File: src/design/i2cbp_defs.vh
// constants for the two-wire bus protocol core
`ifndef I2CBP_DEFS_VH
`define I2CBP_DEFS_VH
`define I2CBP_BYTE_BITS 4'h8
`define I2CBP_ACK_SLOT 4'h8
`define I2CBP_UNIT_LAST 4'h8
`define I2CBP_MSB 3'h7
`define I2CBP_BIT_ZERO 4'h0
`define I2CBP_ACK_LEVEL 1'b0
`define I2CBP_NACK_LEVEL 1'b1
`define I2CBP_PIN_LOW 1'b0
// one bus phase in system clocks, a third of the scl period: 2500 ns at 20 MHz, sized to the divider
`define I2CBP_HALF_CYC 8'h32
`define I2CBP_DIV_W 8
`define I2CBP_BUF_DEPTH 2
`endif

File: src/design/i2cbp_core.v
// two-wire bus protocol core: conditions, byte and ack framing, master flows
// Contract
// - start is sda falling while scl high, both sent and seen
// - stop is sda rising while scl high, both sent and seen
// - address and data bytes go out msb first
// - present slave acks address; roles then complement
// - acknowledge is low, driven by the receiver in the ack slot
// - data changes only while scl low; else it is a condition
// - each unit is eight data bits plus one ack bit
// - after eighth scl fall the sender releases sda and samples ack
// - master makes scl; sample on rise, change while low
// - slave may hold scl low; master waits for release
// - transmitter compares sda with driven level; mismatch loses arbitration
// - lines are open drain; low is zero, released is one
// - enabled port forces both pins open drain
// - pin output data is fixed at zero while enabled
// - repeated start resets slave logic like a start
// - stop valid only after one scl low period after start
`timescale 1ns/1ps
`default_nettype none
`include "i2cbp_defs.vh"
module i2cbp_core (
  // clock and reset
  input wire clock,
  input wire rst_n,
  // configuration
  input wire port_enable_bit,
  // bus clock line pins
  input wire bus_clock_line_in,
  output reg bus_clock_line_out,
  output reg bus_clock_line_oe,
  // bus data line pins
  input wire bus_data_line_in,
  output reg bus_data_line_out,
  output reg bus_data_line_oe,
  // command port, one byte per request
  input wire cmd_valid,
  output reg cmd_ready,
  input wire cmd_start,
  input wire cmd_stop,
  input wire cmd_read,
  input wire cmd_ack,
  input wire [7:0] cmd_data,
  // received bytes
  output reg rx_valid,
  input wire rx_ready,
  output reg [7:0] rx_data,
  // status
  output reg busy_ff,
  output reg nack_ff,
  output reg arb_lost_ff,
  output reg start_seen_ff,
  output reg stop_seen_ff,
  output reg [3:0] slave_bit_ff
);
  // master states
  localparam ST_IDLE = 3'h0;
  localparam ST_START = 3'h1;
  localparam ST_LOW = 3'h2;
  localparam ST_HIGH = 3'h3;
  localparam ST_STOP = 3'h4;
  localparam ST_WAIT = 3'h5;
  localparam ST_RSTRT = 3'h6;
  localparam [`I2CBP_DIV_W-1:0] HALF = `I2CBP_HALF_CYC;

  reg scl_s1_ff, scl_s2_ff, scl_d_ff;
  reg sda_s1_ff, sda_s2_ff, sda_d_ff;
  reg [2:0] state_ff;
  reg [`I2CBP_DIV_W-1:0] div_ff;
  reg [3:0] bit_ff;
  reg [7:0] shift_ff;
  reg rd_ff, ack_ff, stop_ff;
  reg drive_scl_ff, drive_sda_ff;
  reg low_seen_ff;
  reg [7:0] slv_shift_ff;
  wire tick;
  wire scl_rise, scl_fall, start_det, stop_det;
  wire buf_valid, buf_in_ready;
  wire nxt_cmd_ready;
  wire [7:0] buf_data;
  reg buf_push;
  reg [7:0] buf_wdata;

  // two-stage synchronisers on both lines
  always @(posedge clock) begin
    if (!rst_n) begin
      scl_s1_ff <= 1'b1;
      scl_s2_ff <= 1'b1;
      scl_d_ff <= 1'b1;
      sda_s1_ff <= 1'b1;
      sda_s2_ff <= 1'b1;
      sda_d_ff <= 1'b1;
    end else begin
      scl_s1_ff <= bus_clock_line_in;
      scl_s2_ff <= scl_s1_ff;
      scl_d_ff <= scl_s2_ff;
      sda_s1_ff <= bus_data_line_in;
      sda_s2_ff <= sda_s1_ff;
      sda_d_ff <= sda_s2_ff;
    end
  end

  // edge and condition detect on synchronised lines
  assign scl_rise = scl_s2_ff & ~scl_d_ff;
  assign scl_fall = ~scl_s2_ff & scl_d_ff;
  assign start_det = scl_s2_ff & scl_d_ff & ~sda_s2_ff & sda_d_ff;
  assign stop_det = scl_s2_ff & scl_d_ff & sda_s2_ff & ~sda_d_ff & low_seen_ff;
  assign tick = (div_ff == {`I2CBP_DIV_W{1'b0}});
  assign nxt_cmd_ready = (state_ff == ST_IDLE) & ~busy_ff & port_enable_bit & buf_in_ready & ~(cmd_valid & cmd_ready);

  // registered ready, dropped the cycle after a command is taken
  always @(posedge clock) begin
    if (!rst_n) begin
      cmd_ready <= 1'b0;
    end else begin
      cmd_ready <= nxt_cmd_ready;
    end
  end

  // bus monitor: busy tracking and slave bit counter
  always @(posedge clock) begin
    if (!rst_n) begin
      busy_ff <= 1'b0;
      low_seen_ff <= 1'b0;
      start_seen_ff <= 1'b0;
      stop_seen_ff <= 1'b0;
      slave_bit_ff <= `I2CBP_BIT_ZERO;
      slv_shift_ff <= 8'h00;
    end else begin
      start_seen_ff <= start_det;
      stop_seen_ff <= stop_det;
      if (start_det) begin
        busy_ff <= 1'b1;
        low_seen_ff <= 1'b0;
        slave_bit_ff <= `I2CBP_BIT_ZERO;
        slv_shift_ff <= 8'h00;
      end else if (stop_det) begin
        busy_ff <= 1'b0;
        low_seen_ff <= 1'b0;
        slave_bit_ff <= `I2CBP_BIT_ZERO;
      end else begin
        if (scl_fall) begin
          low_seen_ff <= 1'b1;
        end
        if (scl_rise) begin
          if (slave_bit_ff == `I2CBP_UNIT_LAST) begin
            slave_bit_ff <= `I2CBP_BIT_ZERO;
          end else begin
            slave_bit_ff <= slave_bit_ff + 4'h1;
            slv_shift_ff <= {slv_shift_ff[6:0], sda_s2_ff};
          end
        end
      end
    end
  end

  // bus-phase divider (scl high one phase, low two), one-cycle enable pulse
  always @(posedge clock) begin
    if (!rst_n) begin
      div_ff <= {`I2CBP_DIV_W{1'b0}};
    end else if (tick) begin
      div_ff <= HALF - {{(`I2CBP_DIV_W-1){1'b0}}, 1'b1};
    end else begin
      div_ff <= div_ff - {{(`I2CBP_DIV_W-1){1'b0}}, 1'b1};
    end
  end

  // master sequencer
  always @(posedge clock) begin
    if (!rst_n) begin
      state_ff <= ST_IDLE;
      bit_ff <= `I2CBP_BIT_ZERO;
      shift_ff <= 8'h00;
      rd_ff <= 1'b0;
      ack_ff <= 1'b0;
      stop_ff <= 1'b0;
      drive_scl_ff <= 1'b0;
      drive_sda_ff <= 1'b0;
      nack_ff <= 1'b0;
      arb_lost_ff <= 1'b0;
      buf_push <= 1'b0;
      buf_wdata <= 8'h00;
    end else begin
      buf_push <= 1'b0;
      if (!port_enable_bit) begin
        state_ff <= ST_IDLE;
        drive_scl_ff <= 1'b0;
        drive_sda_ff <= 1'b0;
      end else begin
        case (state_ff)
          ST_IDLE: begin
            drive_scl_ff <= 1'b0;
            drive_sda_ff <= 1'b0;
            if (cmd_valid & cmd_ready) begin
              shift_ff <= cmd_data;
              rd_ff <= cmd_read;
              ack_ff <= cmd_ack;
              stop_ff <= cmd_stop;
              bit_ff <= `I2CBP_BIT_ZERO;
              nack_ff <= 1'b0;
              arb_lost_ff <= 1'b0;
              state_ff <= cmd_start ? ST_START : ST_LOW;
            end
          end
          ST_START: begin
            if (tick) begin
              drive_sda_ff <= 1'b1;
              state_ff <= ST_RSTRT;
            end
          end
          ST_RSTRT: begin
            if (tick) begin
              drive_scl_ff <= 1'b1;
              state_ff <= ST_LOW;
            end
          end
          ST_LOW: begin
            if (tick) begin
              // place next bit while scl low
              drive_scl_ff <= 1'b1;
              if (bit_ff < `I2CBP_ACK_SLOT) begin
                drive_sda_ff <= rd_ff ? 1'b0 : ~shift_ff[`I2CBP_MSB];
              end else begin
                drive_sda_ff <= rd_ff ? ~ack_ff : 1'b0;
              end
              state_ff <= ST_WAIT;
            end
          end
          ST_WAIT: begin
            if (tick) begin
              drive_scl_ff <= 1'b0;
              state_ff <= ST_HIGH;
            end
          end
          ST_HIGH: begin
            // stretched clock holds us until scl reads high
            if (scl_s2_ff & tick) begin
              if ((bit_ff < `I2CBP_ACK_SLOT) & ~rd_ff & ~drive_sda_ff & ~sda_s2_ff) begin
                arb_lost_ff <= 1'b1;
                drive_sda_ff <= 1'b0;
                state_ff <= ST_IDLE;
              end else begin
                if (bit_ff < `I2CBP_ACK_SLOT) begin
                  shift_ff <= {shift_ff[6:0], sda_s2_ff};
                end else if (!rd_ff) begin
                  nack_ff <= sda_s2_ff;
                end
                if (bit_ff == `I2CBP_UNIT_LAST) begin
                  if (rd_ff) begin
                    buf_push <= 1'b1;
                    buf_wdata <= shift_ff;
                  end
                  state_ff <= stop_ff ? ST_STOP : ST_IDLE;
                  drive_scl_ff <= 1'b1;
                  drive_sda_ff <= 1'b1;
                end else begin
                  bit_ff <= bit_ff + 4'h1;
                  drive_scl_ff <= 1'b1;
                  state_ff <= ST_LOW;
                end
              end
            end
          end
          ST_STOP: begin
            if (tick) begin
              if (drive_scl_ff) begin
                drive_scl_ff <= 1'b0;
              end else if (scl_s2_ff) begin
                // a stretched clock delays the stop until scl reads high
                drive_sda_ff <= 1'b0;
                state_ff <= ST_IDLE;
              end
            end
          end
          default: begin
            state_ff <= ST_IDLE;
          end
        endcase
      end
    end
  end

  // received bytes stand in a two-entry buffer
  i2cbp_buf u_buf (
    .clock(clock),
    .rst_n(rst_n),
    .in_valid(buf_push),
    .in_ready(buf_in_ready),
    .in_data(buf_wdata),
    .out_valid(buf_valid),
    .out_ready(rx_ready & ~rx_valid),
    .out_data(buf_data)
  );

  // registered rx outputs
  always @(posedge clock) begin
    if (!rst_n) begin
      rx_valid <= 1'b0;
      rx_data <= 8'h00;
    end else if (rx_valid & rx_ready) begin
      rx_valid <= 1'b0;
    end else if (buf_valid & rx_ready & ~rx_valid) begin
      rx_valid <= 1'b1;
      rx_data <= buf_data;
    end
  end

  // open-drain pins, data fixed low
  always @(posedge clock) begin
    if (!rst_n) begin
      bus_clock_line_out <= `I2CBP_PIN_LOW;
      bus_clock_line_oe <= 1'b0;
      bus_data_line_out <= `I2CBP_PIN_LOW;
      bus_data_line_oe <= 1'b0;
    end else begin
      bus_clock_line_out <= `I2CBP_PIN_LOW;
      bus_data_line_out <= `I2CBP_PIN_LOW;
      bus_clock_line_oe <= port_enable_bit & drive_scl_ff;
      bus_data_line_oe <= port_enable_bit & drive_sda_ff;
    end
  end
endmodule
`default_nettype wire

File: src/design/i2cbp_buf.v
// two-entry valid/ready buffer for bytes
`timescale 1ns/1ps
`default_nettype none
module i2cbp_buf (
  // clock and reset
  input wire clock,
  input wire rst_n,
  // fill side
  input wire in_valid,
  output wire in_ready,
  input wire [7:0] in_data,
  // drain side
  output wire out_valid,
  input wire out_ready,
  output wire [7:0] out_data
);
  reg [7:0] mem_ff [0:1];
  reg wr_ff;
  reg rd_ff;
  reg [1:0] cnt_ff;
  wire push;
  wire pop;
  // honest full and empty
  assign in_ready = (cnt_ff != 2'h2);
  assign out_valid = (cnt_ff != 2'h0);
  assign out_data = mem_ff[rd_ff];
  assign push = in_valid & in_ready;
  assign pop = out_valid & out_ready;
  // pointers, count, storage
  always @(posedge clock) begin
    if (!rst_n) begin
      wr_ff <= 1'b0;
      rd_ff <= 1'b0;
      cnt_ff <= 2'h0;
      mem_ff[0] <= 8'h00;
      mem_ff[1] <= 8'h00;
    end else begin
      if (push) begin
        mem_ff[wr_ff] <= in_data;
        wr_ff <= ~wr_ff;
      end
      if (pop) begin
        rd_ff <= ~rd_ff;
      end
      if (push & ~pop) begin
        cnt_ff <= cnt_ff + 2'h1;
      end else if (pop & ~push) begin
        cnt_ff <= cnt_ff - 2'h1;
      end
    end
  end
endmodule
`default_nettype wire

File: config.mk
export PLATFORM = sky130hd
export DESIGN_NAME = i2cbp_core
export DESIGN_NICKNAME = d
export VERILOG_FILES = /design/src/design/i2cbp_core.v /design/src/design/i2cbp_buf.v
export VERILOG_INCLUDE_DIRS = /design/src /design/src/design
export SDC_FILE = /design/constraint.sdc
export NUM_CORES = 1
export LEC_CHECK = 0
export BUFFER_PORTS_ARGS = -buffer_cell sky130_fd_sc_hd__buf_2
export CAP_MARGIN = 20
export CORE_MARGIN = 5
export CORE_UTILIZATION = 58
export CTS_CLUSTER_SIZE = 20
export DETAILED_ROUTE_END_ITERATION = 8
export HOLD_SLACK_MARGIN = 0.1
export PLACE_DENSITY = 0.8
export SYNTH_ARGS = -nofsm -noshare
export SYNTH_HDL_FRONTEND = slang
export SYNTH_SLANG_ARGS = --single-unit
File: constraint.sdc
create_clock -name clock -period 3.2 [get_ports clock]
set_clock_uncertainty 0.05 [all_clocks]
set_input_delay 0.8 -clock clock [delete_from_list [all_inputs] [get_ports clock]]
set_output_delay 0.8 -clock clock [all_outputs]
set_load 0.1 [all_outputs]
==> results of run 1 <==
## layer usage
| layer | vias up | wire length (µm) | track usage [%] |
|---|---|---|---|
| li1 | 1588 | - | - |
| met4 | 0 | 189 | 8.91 |
| met1 | 1510 | 3490 | 24.7 |
| met3 | 22 | 533 | 4.31 |
| met5 | - | 0 | 0 |
| met2 | 107 | 4080 | 33.5 |
## power breakdown
| group | leakage [µW] | switching (µW) | internal, µW |
|---|---|---|---|
| Sequential | 0.000712 | 69.9 | 1160 |
| Clock | 0.000105 | 425 | 380 |
| Combinational | 0.000948 | 400 | 181 |
## placed cells by master, fill, tap and decap left out, drive strengths merged, types with 4 or more instances in the layout
| cell | Yosys | final |
|---|---|---|
| dfxtp | 69 | 69 |
| buf | 8 | 45 |
| nand2 | 44 | 44 |
| nor2 | 39 | 39 |
| a21oi | 24 | 24 |
| o21ai | 22 | 22 |
| and2 | 20 | 20 |
| mux2i | 18 | 18 |
| nand3 | 18 | 18 |
| inv | 12 | 17 |
| edfxtp | 16 | 16 |
| a211oi | 14 | 14 |
| clkbuf | 19 | 9 |
| nand2b | 8 | 8 |
| mux2 | 8 | 8 |
| ha | 6 | 6 |
| nor4 | 6 | 6 |
| nor2b | 5 | 5 |
| xor2 | 5 | 5 |
| nand4 | 5 | 5 |
| xnor2 | 5 | 5 |
| nor3 | 4 | 4 |
| and3 | 4 | 4 |
## worst paths after layout
kind	to	slack, ps	cells after the start
hold reg to reg	sda_s2_ff	370	1
setup reg to reg	shift_ff[5]	780	6
setup / recovery	shift_ff[5]	780	6
hold / removal	sda_s2_ff	370	1
## state kept, by name (all words and copies together) (netlist names), 2 cells and up
| name | flops |
|---|---|
| u_buf.mem_ff | 16 |
| buf_wdata | 8 |
| div_ff | 8 |
| rx_data | 8 |
| shift_ff | 8 |
| bit_ff | 4 |
| slave_bit_ff | 4 |
| state_ff | 3 |
| u_buf.cnt_ff | 2 |
## logic make-up (layout without fill, tap and decap cells)
kind of cell / after synthesis / after routing / synth area share (%)
mux: 26 / 26 / 6.77
fa+ha+maj: 6 / 6 / 1.88
flops: 85 / 85 / 46.7
simple gates: 175 / 175 / 23.3
other cells: 1 / 2 / 0.0940
compound gates: 86 / 86 / 13.9
xor+xnor: 10 / 10 / 2.19
buf+inv: 41 / 74 / 5.14
## critical path: stages (launching register included)
cell	delay, ps
dfxtp_1	330
inv_1	50
ha_1	280
or4b_1	680
nor4_1	440
o21ai_2	250
mux2i_1	190
## stage by stage
stage | cells | cell area [µm²] | util, %
finish | 544 | 4390 | 64.9
global route | 544 | 4390 | 64.9
CTS | 543 | 4380 | 64.8
detailed placement | 527 | 4170 | 61.7
global placement | 527 | 4170 | 61.7
floorplan | 431 | 3990 | -
## final cells by class
class | count | area [µm²] | share of cell area [%]
multi-input cells | 305 | 1930 | 43.9
flip-flops and latches | 85 | 1860 | 42.5
repair buffers | 45 | 238 | 5.42
clock buffers | 9 | 124 | 2.82
well taps | 80 | 100 | 2.28
clock inverters | 7 | 86.3 | 1.97
inverters | 13 | 48.8 | 1.11
==> run metrics, run 1 <==
status completed; Overall Power 2620 µW; worst-skew pair later-pin latency between 300 and 400 ps; Iteration-0 DRC Markers 182; HPWL Detailed 5.87 mm; row count 30; minimum clock period 2420 ps; synth top area cells dfxtp_1, edfxtp_1, mux2i_1; unrepaired setup endpoints after global routing false; vias 3227; Worst-Margin Slew 597 ps; Cells after Synth 430; initial antenna violation count 0; total gr overflow 0; Die Y 92.9 µm; Hold WS between 300 and 400 ps; largest net degree at the start of global routing 24; CP startpoint div_ff[0]; critical hold path startpoint sda_s1_ff; TNS Setup 0 ps; CP Capture Type register; post-synth cell types 66; Post-CTS Resized 0; most common cell in the netlist dfxtp_1; Critical Path Fanout Max 9; EDFF count, synth 16; WP data arrival 2600 ps; vias in the first global route 3045; fillers 570; fin nets 484; register area share after synthesis 46.7%; Clock Tree Buf Depth 2; number of CTS-inserted buffers 9; Worst-path clk slew 100 ps; predominant post-synthesis flop cell dfxtp_1; router iterations before antenna repair 4; crit share post-route around 76%; top cells by count, synth dfxtp_1, nand2_1, nor2_1; fmax ~0.41 GHz; critical path class register to register; setup bufs post-CTS 0; Static Leak between 0.0015 and 0.002 µW; Yosys top cell by area dfxtp_1; Rel. slew slack around three fifths; Routed Antenna Nets 0; total track usage 20.0%; CORE AREA just under 0.007 mm²; largest vdd supply drop 0.382 mV; Critical Path Start Type register; Area Overhead vs Synth 9.91%; Synth Register Bits 85; Hold Buf Count CTS 0; PwrDens 596 mW/mm²; Worst Hold Class register to register; H-tree depth 3; drt total wl 8.29 mm; buffers added on ports 39; CTS tree yes; Max Cap Viol 0; Final setup viols 0; Final Hold Viols 0; Mean Syn Cell Area 9.28 µm²; Final WS setup 778 ps; post-place setup slack 705 ps; vias per inst 5.93; Synth top area share 34.6%; Initial Utilization 59.1%; RePlAce Congestion 0.852; Async SR Flop Fraction 0%; RR Startpoint div_ff[0]; I/O Pins 42; Syn Std Cell Area 0.00399 mm²; Clock Root Buffer clkbuf_8; die area 0.00864 mm²; DR WL/cell 15.2 µm; CTS sink count 85; share of cells above drive strength 1 between 10% and 20%; width of the die 92.9 µm; DRC Markers 0; Warnings, synthesis 0; first-pass GRT wire length 13.9 mm; ANT cells 0; CP required 3370 ps; final slew viol count 0
Note: power is estimated with default switching activity, not from simulation.
==> run 2: changes to the inputs <==
--- a/config.mk
+++ b/config.mk
@@ -9,11 +9,11 @@
 export BUFFER_PORTS_ARGS = -buffer_cell sky130_fd_sc_hd__buf_2
 export CAP_MARGIN = 20
 export CORE_MARGIN = 5
-export CORE_UTILIZATION = 58
+export CORE_UTILIZATION = 53
 export CTS_CLUSTER_SIZE = 20
 export DETAILED_ROUTE_END_ITERATION = 8
 export HOLD_SLACK_MARGIN = 0.1
-export PLACE_DENSITY = 0.8
+export PLACE_DENSITY = 0.77
 export SYNTH_ARGS = -nofsm -noshare
 export SYNTH_HDL_FRONTEND = slang
 export SYNTH_SLANG_ARGS = --single-unit
==> constraint.sdc (replaced) <==
create_clock -name clock -period 2.2 [get_ports clock]
set_clock_uncertainty 0.05 [all_clocks]
set_input_delay 0.55 -clock clock [delete_from_list [all_inputs] [get_ports clock]]
set_output_delay 0.55 -clock clock [all_outputs]
set_load 0.1 [all_outputs]
==> run 2 against run 1 <==
Effect of this change: highest routed layer unchanged; largest cell class unchanged; combinational power up 62%; global-route usage shrank 2.3 points; first-iteration DRC count increased by 29%; critical path depth decreased by 3; critical path type unchanged.
==> run metrics, run 2 (synthesized netlist as in run 1, its figures left out) <==
minimum clock period 2020 ps; Static Leak 0.00183 µW; fillers 634; row count 31; unrepaired setup endpoints after global routing false; vias in the first global route 3043; setup bufs post-CTS 0; max reg flops 16; die area 0.00936 mm²; Final setup viols 0; largest net degree at the start of global routing 35; reg-to-reg slack, setup 180 ps; buffers added on ports 39; crit share post-route between 90% and 100%; crit-path cells nand2b_1 -> nand2_1 -> o21ai_0; Top reg by flops u_buf.mem_ff; RePlAce Congestion 0.908; CP required 2150 ps; fin nets 496; crit-path max cell delay 850 ps; CORE AREA 0.00729 mm²; vias 3214; critical path class register to register; TNS Setup 0 ps; Worst Hold Class input port to register; Die Y 96.8 µm; Hold Buf Count CTS 0; Crit-path slowest cell o21ai_0; I/O Pins 42; commonest cells after routing, fill and taps aside dfxtp_1, nand2_1, buf_2, nor2_1, a21oi_1; CP Capture Type register; Worst-Margin Slew 1060 ps; H-tree depth 3; WP data arrival approximately 2000 ps; Max Cap Viol 0; Critical Path Start Type register; drt total wl ~8.2 mm; Initial Utilization between 50 and 60%; Finished Layout Cells 575; router iterations before antenna repair 5; vias per inst around 5.6; Worst-path clk slew 100 ps; Final Hold Viols 0; DRC Markers 0; ANT cells 0; Hold WS 311 ps; placed cells 559; Routed Antenna Nets 0; most common cell after layout, fill and taps aside dfxtp_1; Clock Tree Buf Depth 2; Rel. slew slack 28.6%; HPWL Detailed about 6.0 mm; post-place setup slack ~66 ps; PwrDens 861 mW/mm²; Final WS setup 181 ps; width of the die 96.8 µm; status completed; total gr overflow 0; number of CTS-inserted buffers 9; CTS sink count 85; DR WL/cell roughly 14 µm; fmax 0.495 GHz; largest vdd supply drop 0.493 mV; Iteration-0 DRC Markers 235; final slew viol count 0; Critical Path Fanout Max 8; Clock Root Buffer clkbuf_8; first-pass GRT wire length 13.8 mm; worst-skew pair later-pin latency 370 ps; initial antenna violation count 0; Post-CTS Resized 0; total track usage 17.7%; Area Overhead vs Synth 13.4%; CTS tree yes; share of cells above drive strength 1 between 20% and 30%
run 2: cell count changes in the layout (fill, tap and decap cells not counted), sizes merged:
cell / change
buf: +12
inv: -2
clkinv: +2
run 2: power by group:
group | internal (µW) | total [µW] | leakage [µW] | switching [µW]
clock network | 551 | 1180 | 0.000105 | 625
registers | 1690 | 1780 | 0.000712 | 92.3
logic | 336 | 941 | 0.00101 | 606
total | 2570 | 3900 | 0.00183 | 1320
run 2: critical path, delay by kind of cell, from the launching register on:
family,cells,cell delay [ps]
and+or+nand+nor,2,340
AOI/OAI and AO/OA,1,850
DFF,1,410
run 2: worst paths after layout:
path / start / end / depth (start not counted)
max: u_buf.cnt_ff[0] / u_buf.mem_ff[0][7] / 3
min: bus_data_line_in / sda_s1_ff / 2
max reg2reg: u_buf.cnt_ff[0] / u_buf.mem_ff[0][7] / 3
min reg2reg: scl_s1_ff / scl_s2_ff / 1
run 2: layout make-up:
cell class | instances | area (µm²) | area share (%)
clock buffer | 9 | 124 | 2.74
sequential | 85 | 1860 | 41.2
clock inverter | 7 | 91.3 | 2.02
inverter | 13 | 48.8 | 1.08
timing repair buffer | 57 | 330 | 7.30
multi-input combinational | 305 | 1940 | 42.9
tap | 99 | 124 | 2.74
run 2: stage by stage:
| step | utilization, % | instance area, µm² | total power, µW |
|---|---|---|---|
| finish | 62.0 | 4520 | 3900 |
| detailed placement | 59.0 | 4300 | 2730 |
| global route | 62.0 | 4520 | 4090 |
| global placement | 59.0 | 4300 | 2700 |
| CTS | 61.9 | 4510 | 3900 |
| floorplan | - | 4000 | 2530 |
run 2: routing by layer:
metal	track usage, %	wire length (µm)
met1	22.0	3560
met4	7.24	172
met2	28.2	3820
met3	5.68	626
met5	0	0
==> run 3: changes to the inputs <==
--- a/config.mk
+++ b/config.mk
@@ -9,11 +9,11 @@
 export BUFFER_PORTS_ARGS = -buffer_cell sky130_fd_sc_hd__buf_2
 export CAP_MARGIN = 20
 export CORE_MARGIN = 5
-export CORE_UTILIZATION = 53
+export CORE_UTILIZATION = 40
 export CTS_CLUSTER_SIZE = 20
 export DETAILED_ROUTE_END_ITERATION = 8
 export HOLD_SLACK_MARGIN = 0.1
-export PLACE_DENSITY = 0.77
+export PLACE_DENSITY = 0.61
 export SYNTH_ARGS = -nofsm -noshare
 export SYNTH_HDL_FRONTEND = slang
 export SYNTH_SLANG_ARGS = --single-unit
==> run 3 against run 2 <==
Effect of this change: sequential cell count did not move; register-to-register slack worse by 80 ps; total power grew 5.1%; highest routed layer unchanged; count of clock-buffer cells in the layout did not move; clock power is 15% higher; non-clock buffer count up 1; via count shrank 2.0%; critical path depth increased by 4; critical path type unchanged; first-iteration DRC count is 30% lower; worst hold slack improved by 22 ps; combinational power is 2.3% higher; critical endpoint is now drive_sda_ff.
==> run metrics, run 3 (synthesized netlist as in run 1, its figures left out) <==
drt total wl 8.47 mm; width of the die 110 µm; router iterations before antenna repair 5; first-pass GRT wire length 14.5 mm; ANT cells 0; RePlAce Congestion 0.855; PwrDens between 800 and 900 mW/mm²; Clock Tree Buf Depth 2; Worst-Margin Slew 614 ps; largest net degree at the start of global routing 35; TNS Setup 0 ps; DR WL/cell 13.9 µm; CP startpoint div_ff[0]; Hold Buf Count CTS 0; most common cell after layout, fill and taps aside dfxtp_1; RR Startpoint div_ff[0]; vias per inst 5.16; fmax 0.477 GHz; Power Internal around 2800 µW; area of the multi-input gates 0.00194 mm²; worst-skew pair later-pin latency 350 ps; Rel. slew slack between 50% and 60%; final slew viol count 0; Static Leak 0.00185 µW; sequential share of power 43.2%; buffers added on ports 39; crit share post-route 95.4%; Critical Path Fanout Max 6; initial antenna violation count 0; CP required approximately 2400 ps; vias 3150; total gr overflow 0; share of cells above drive strength 1 20.1%; reg-to-reg slack, setup roughly 100 ps; commonest cells after routing, fill and taps aside dfxtp_1, nand2_1, buf_2, nor2_1, a21oi_1; Seq. cell area 0.00186 mm²; Routed Antenna Nets 0; CP Capture Type register; Critical Path Start Type register; Initial Utilization 41.0%; DRC Markers 0; Final setup viols 0; H-tree depth 3; largest vdd supply drop 0.369 mV; CORE AREA roughly 0.0097 mm²; die area 0.0121 mm²; CTS tree yes; Final WS setup 102 ps; status completed; unrepaired setup endpoints after global routing false; number of CTS-inserted buffers 9; Top reg by flops u_buf.mem_ff; setup bufs post-CTS 0; max reg flops 16; I/O Pins 42; fin util 47.4%; total track usage 15.2%; Net Switching around 1300 µW; fillers 967; Post-CTS Resized 0; Die Y roughly 110 µm; fin nets 497; Sw Share 31.6%; Final Hold Viols 0; minimum clock period 2100 ps; Combinational Power Share a little under a quarter; critical path class register to register; HPWL Detailed approximately 6.3 mm; Worst-path clk slew 90 ps; Worst Hold Class input port to register; critical hold path startpoint bus_data_line_in; clock power share 33.3%; row count 36; Clock Root Buffer clkbuf_8; post-place setup slack 86.7 ps; Area Overhead vs Synth 15.5%; CTS sink count 85; WP data arrival 2310 ps; vias in the first global route around 3100; Iteration-0 DRC Markers 165; Max Cap Viol 0
## run 3: power by group through the flow
stage | clock network (µW) | registers, µW | logic [µW]
2_1_floorplan | 0 | 1950 | 584
3_3_place_gp | 0 | 1800 | 944
3_5_place_dp | 0 | 1810 | 954
4_1_cts | 1410 | 1770 | 959
5_1_grt | 1470 | 1790 | 1050
6_report | 1360 | 1770 | 963
## run 3: path summary, 6_finish.rpt
check,endpoint,depth (start not counted)
max reg2reg,drive_sda_ff,7
min reg2reg,sda_s2_ff,1
min,sda_s1_ff,2
max,drive_sda_ff,7
## run 3: layout make-up
class / count / share of cell area (%)
sequential: 85 / 40.4
clock buffer: 9 / 2.69
tap: 133 / 3.61
multi-input combinational: 305 / 42.1
inverter: 13 / 1.06
timing repair buffer: 58 / 7.33
clock inverter: 7 / 2.77
## run 3: critical path, stage by stage, from the launching register on
cell,delay [ps]
dfxtp_1,330
inv_1,60
ha_1,150
or4b_1,580
buf_4,220
o22ai_1,180
o221ai_1,160
a221oi_1,290
## run 3: routing by layer
layer | track usage, % | vias to the layer above | part of all wire [%]
li1 | - | 1610 | -
met1 | 19.5 | 1435 | 45
met2 | 24.6 | 97 | 47
met3 | 4.17 | 8 | 7.0
met4 | 4.81 | 0 | 1.0
met5 | 0 | - | 0
## run 3: stage by stage
| step | total power, µW | std cells | hold slack, ps | instance area, µm² |
|---|---|---|---|---|
| global placement | 2750 | 594 | 343 | 4350 |
| detailed placement | 2760 | 594 | 347 | 4350 |
| floorplan | 2530 | 431 | 336 | 4000 |
| finish | 4100 | 610 | 333 | 4610 |
| global route | 4310 | 610 | 312 | 4610 |
| CTS | 4140 | 610 | 315 | 4600 |
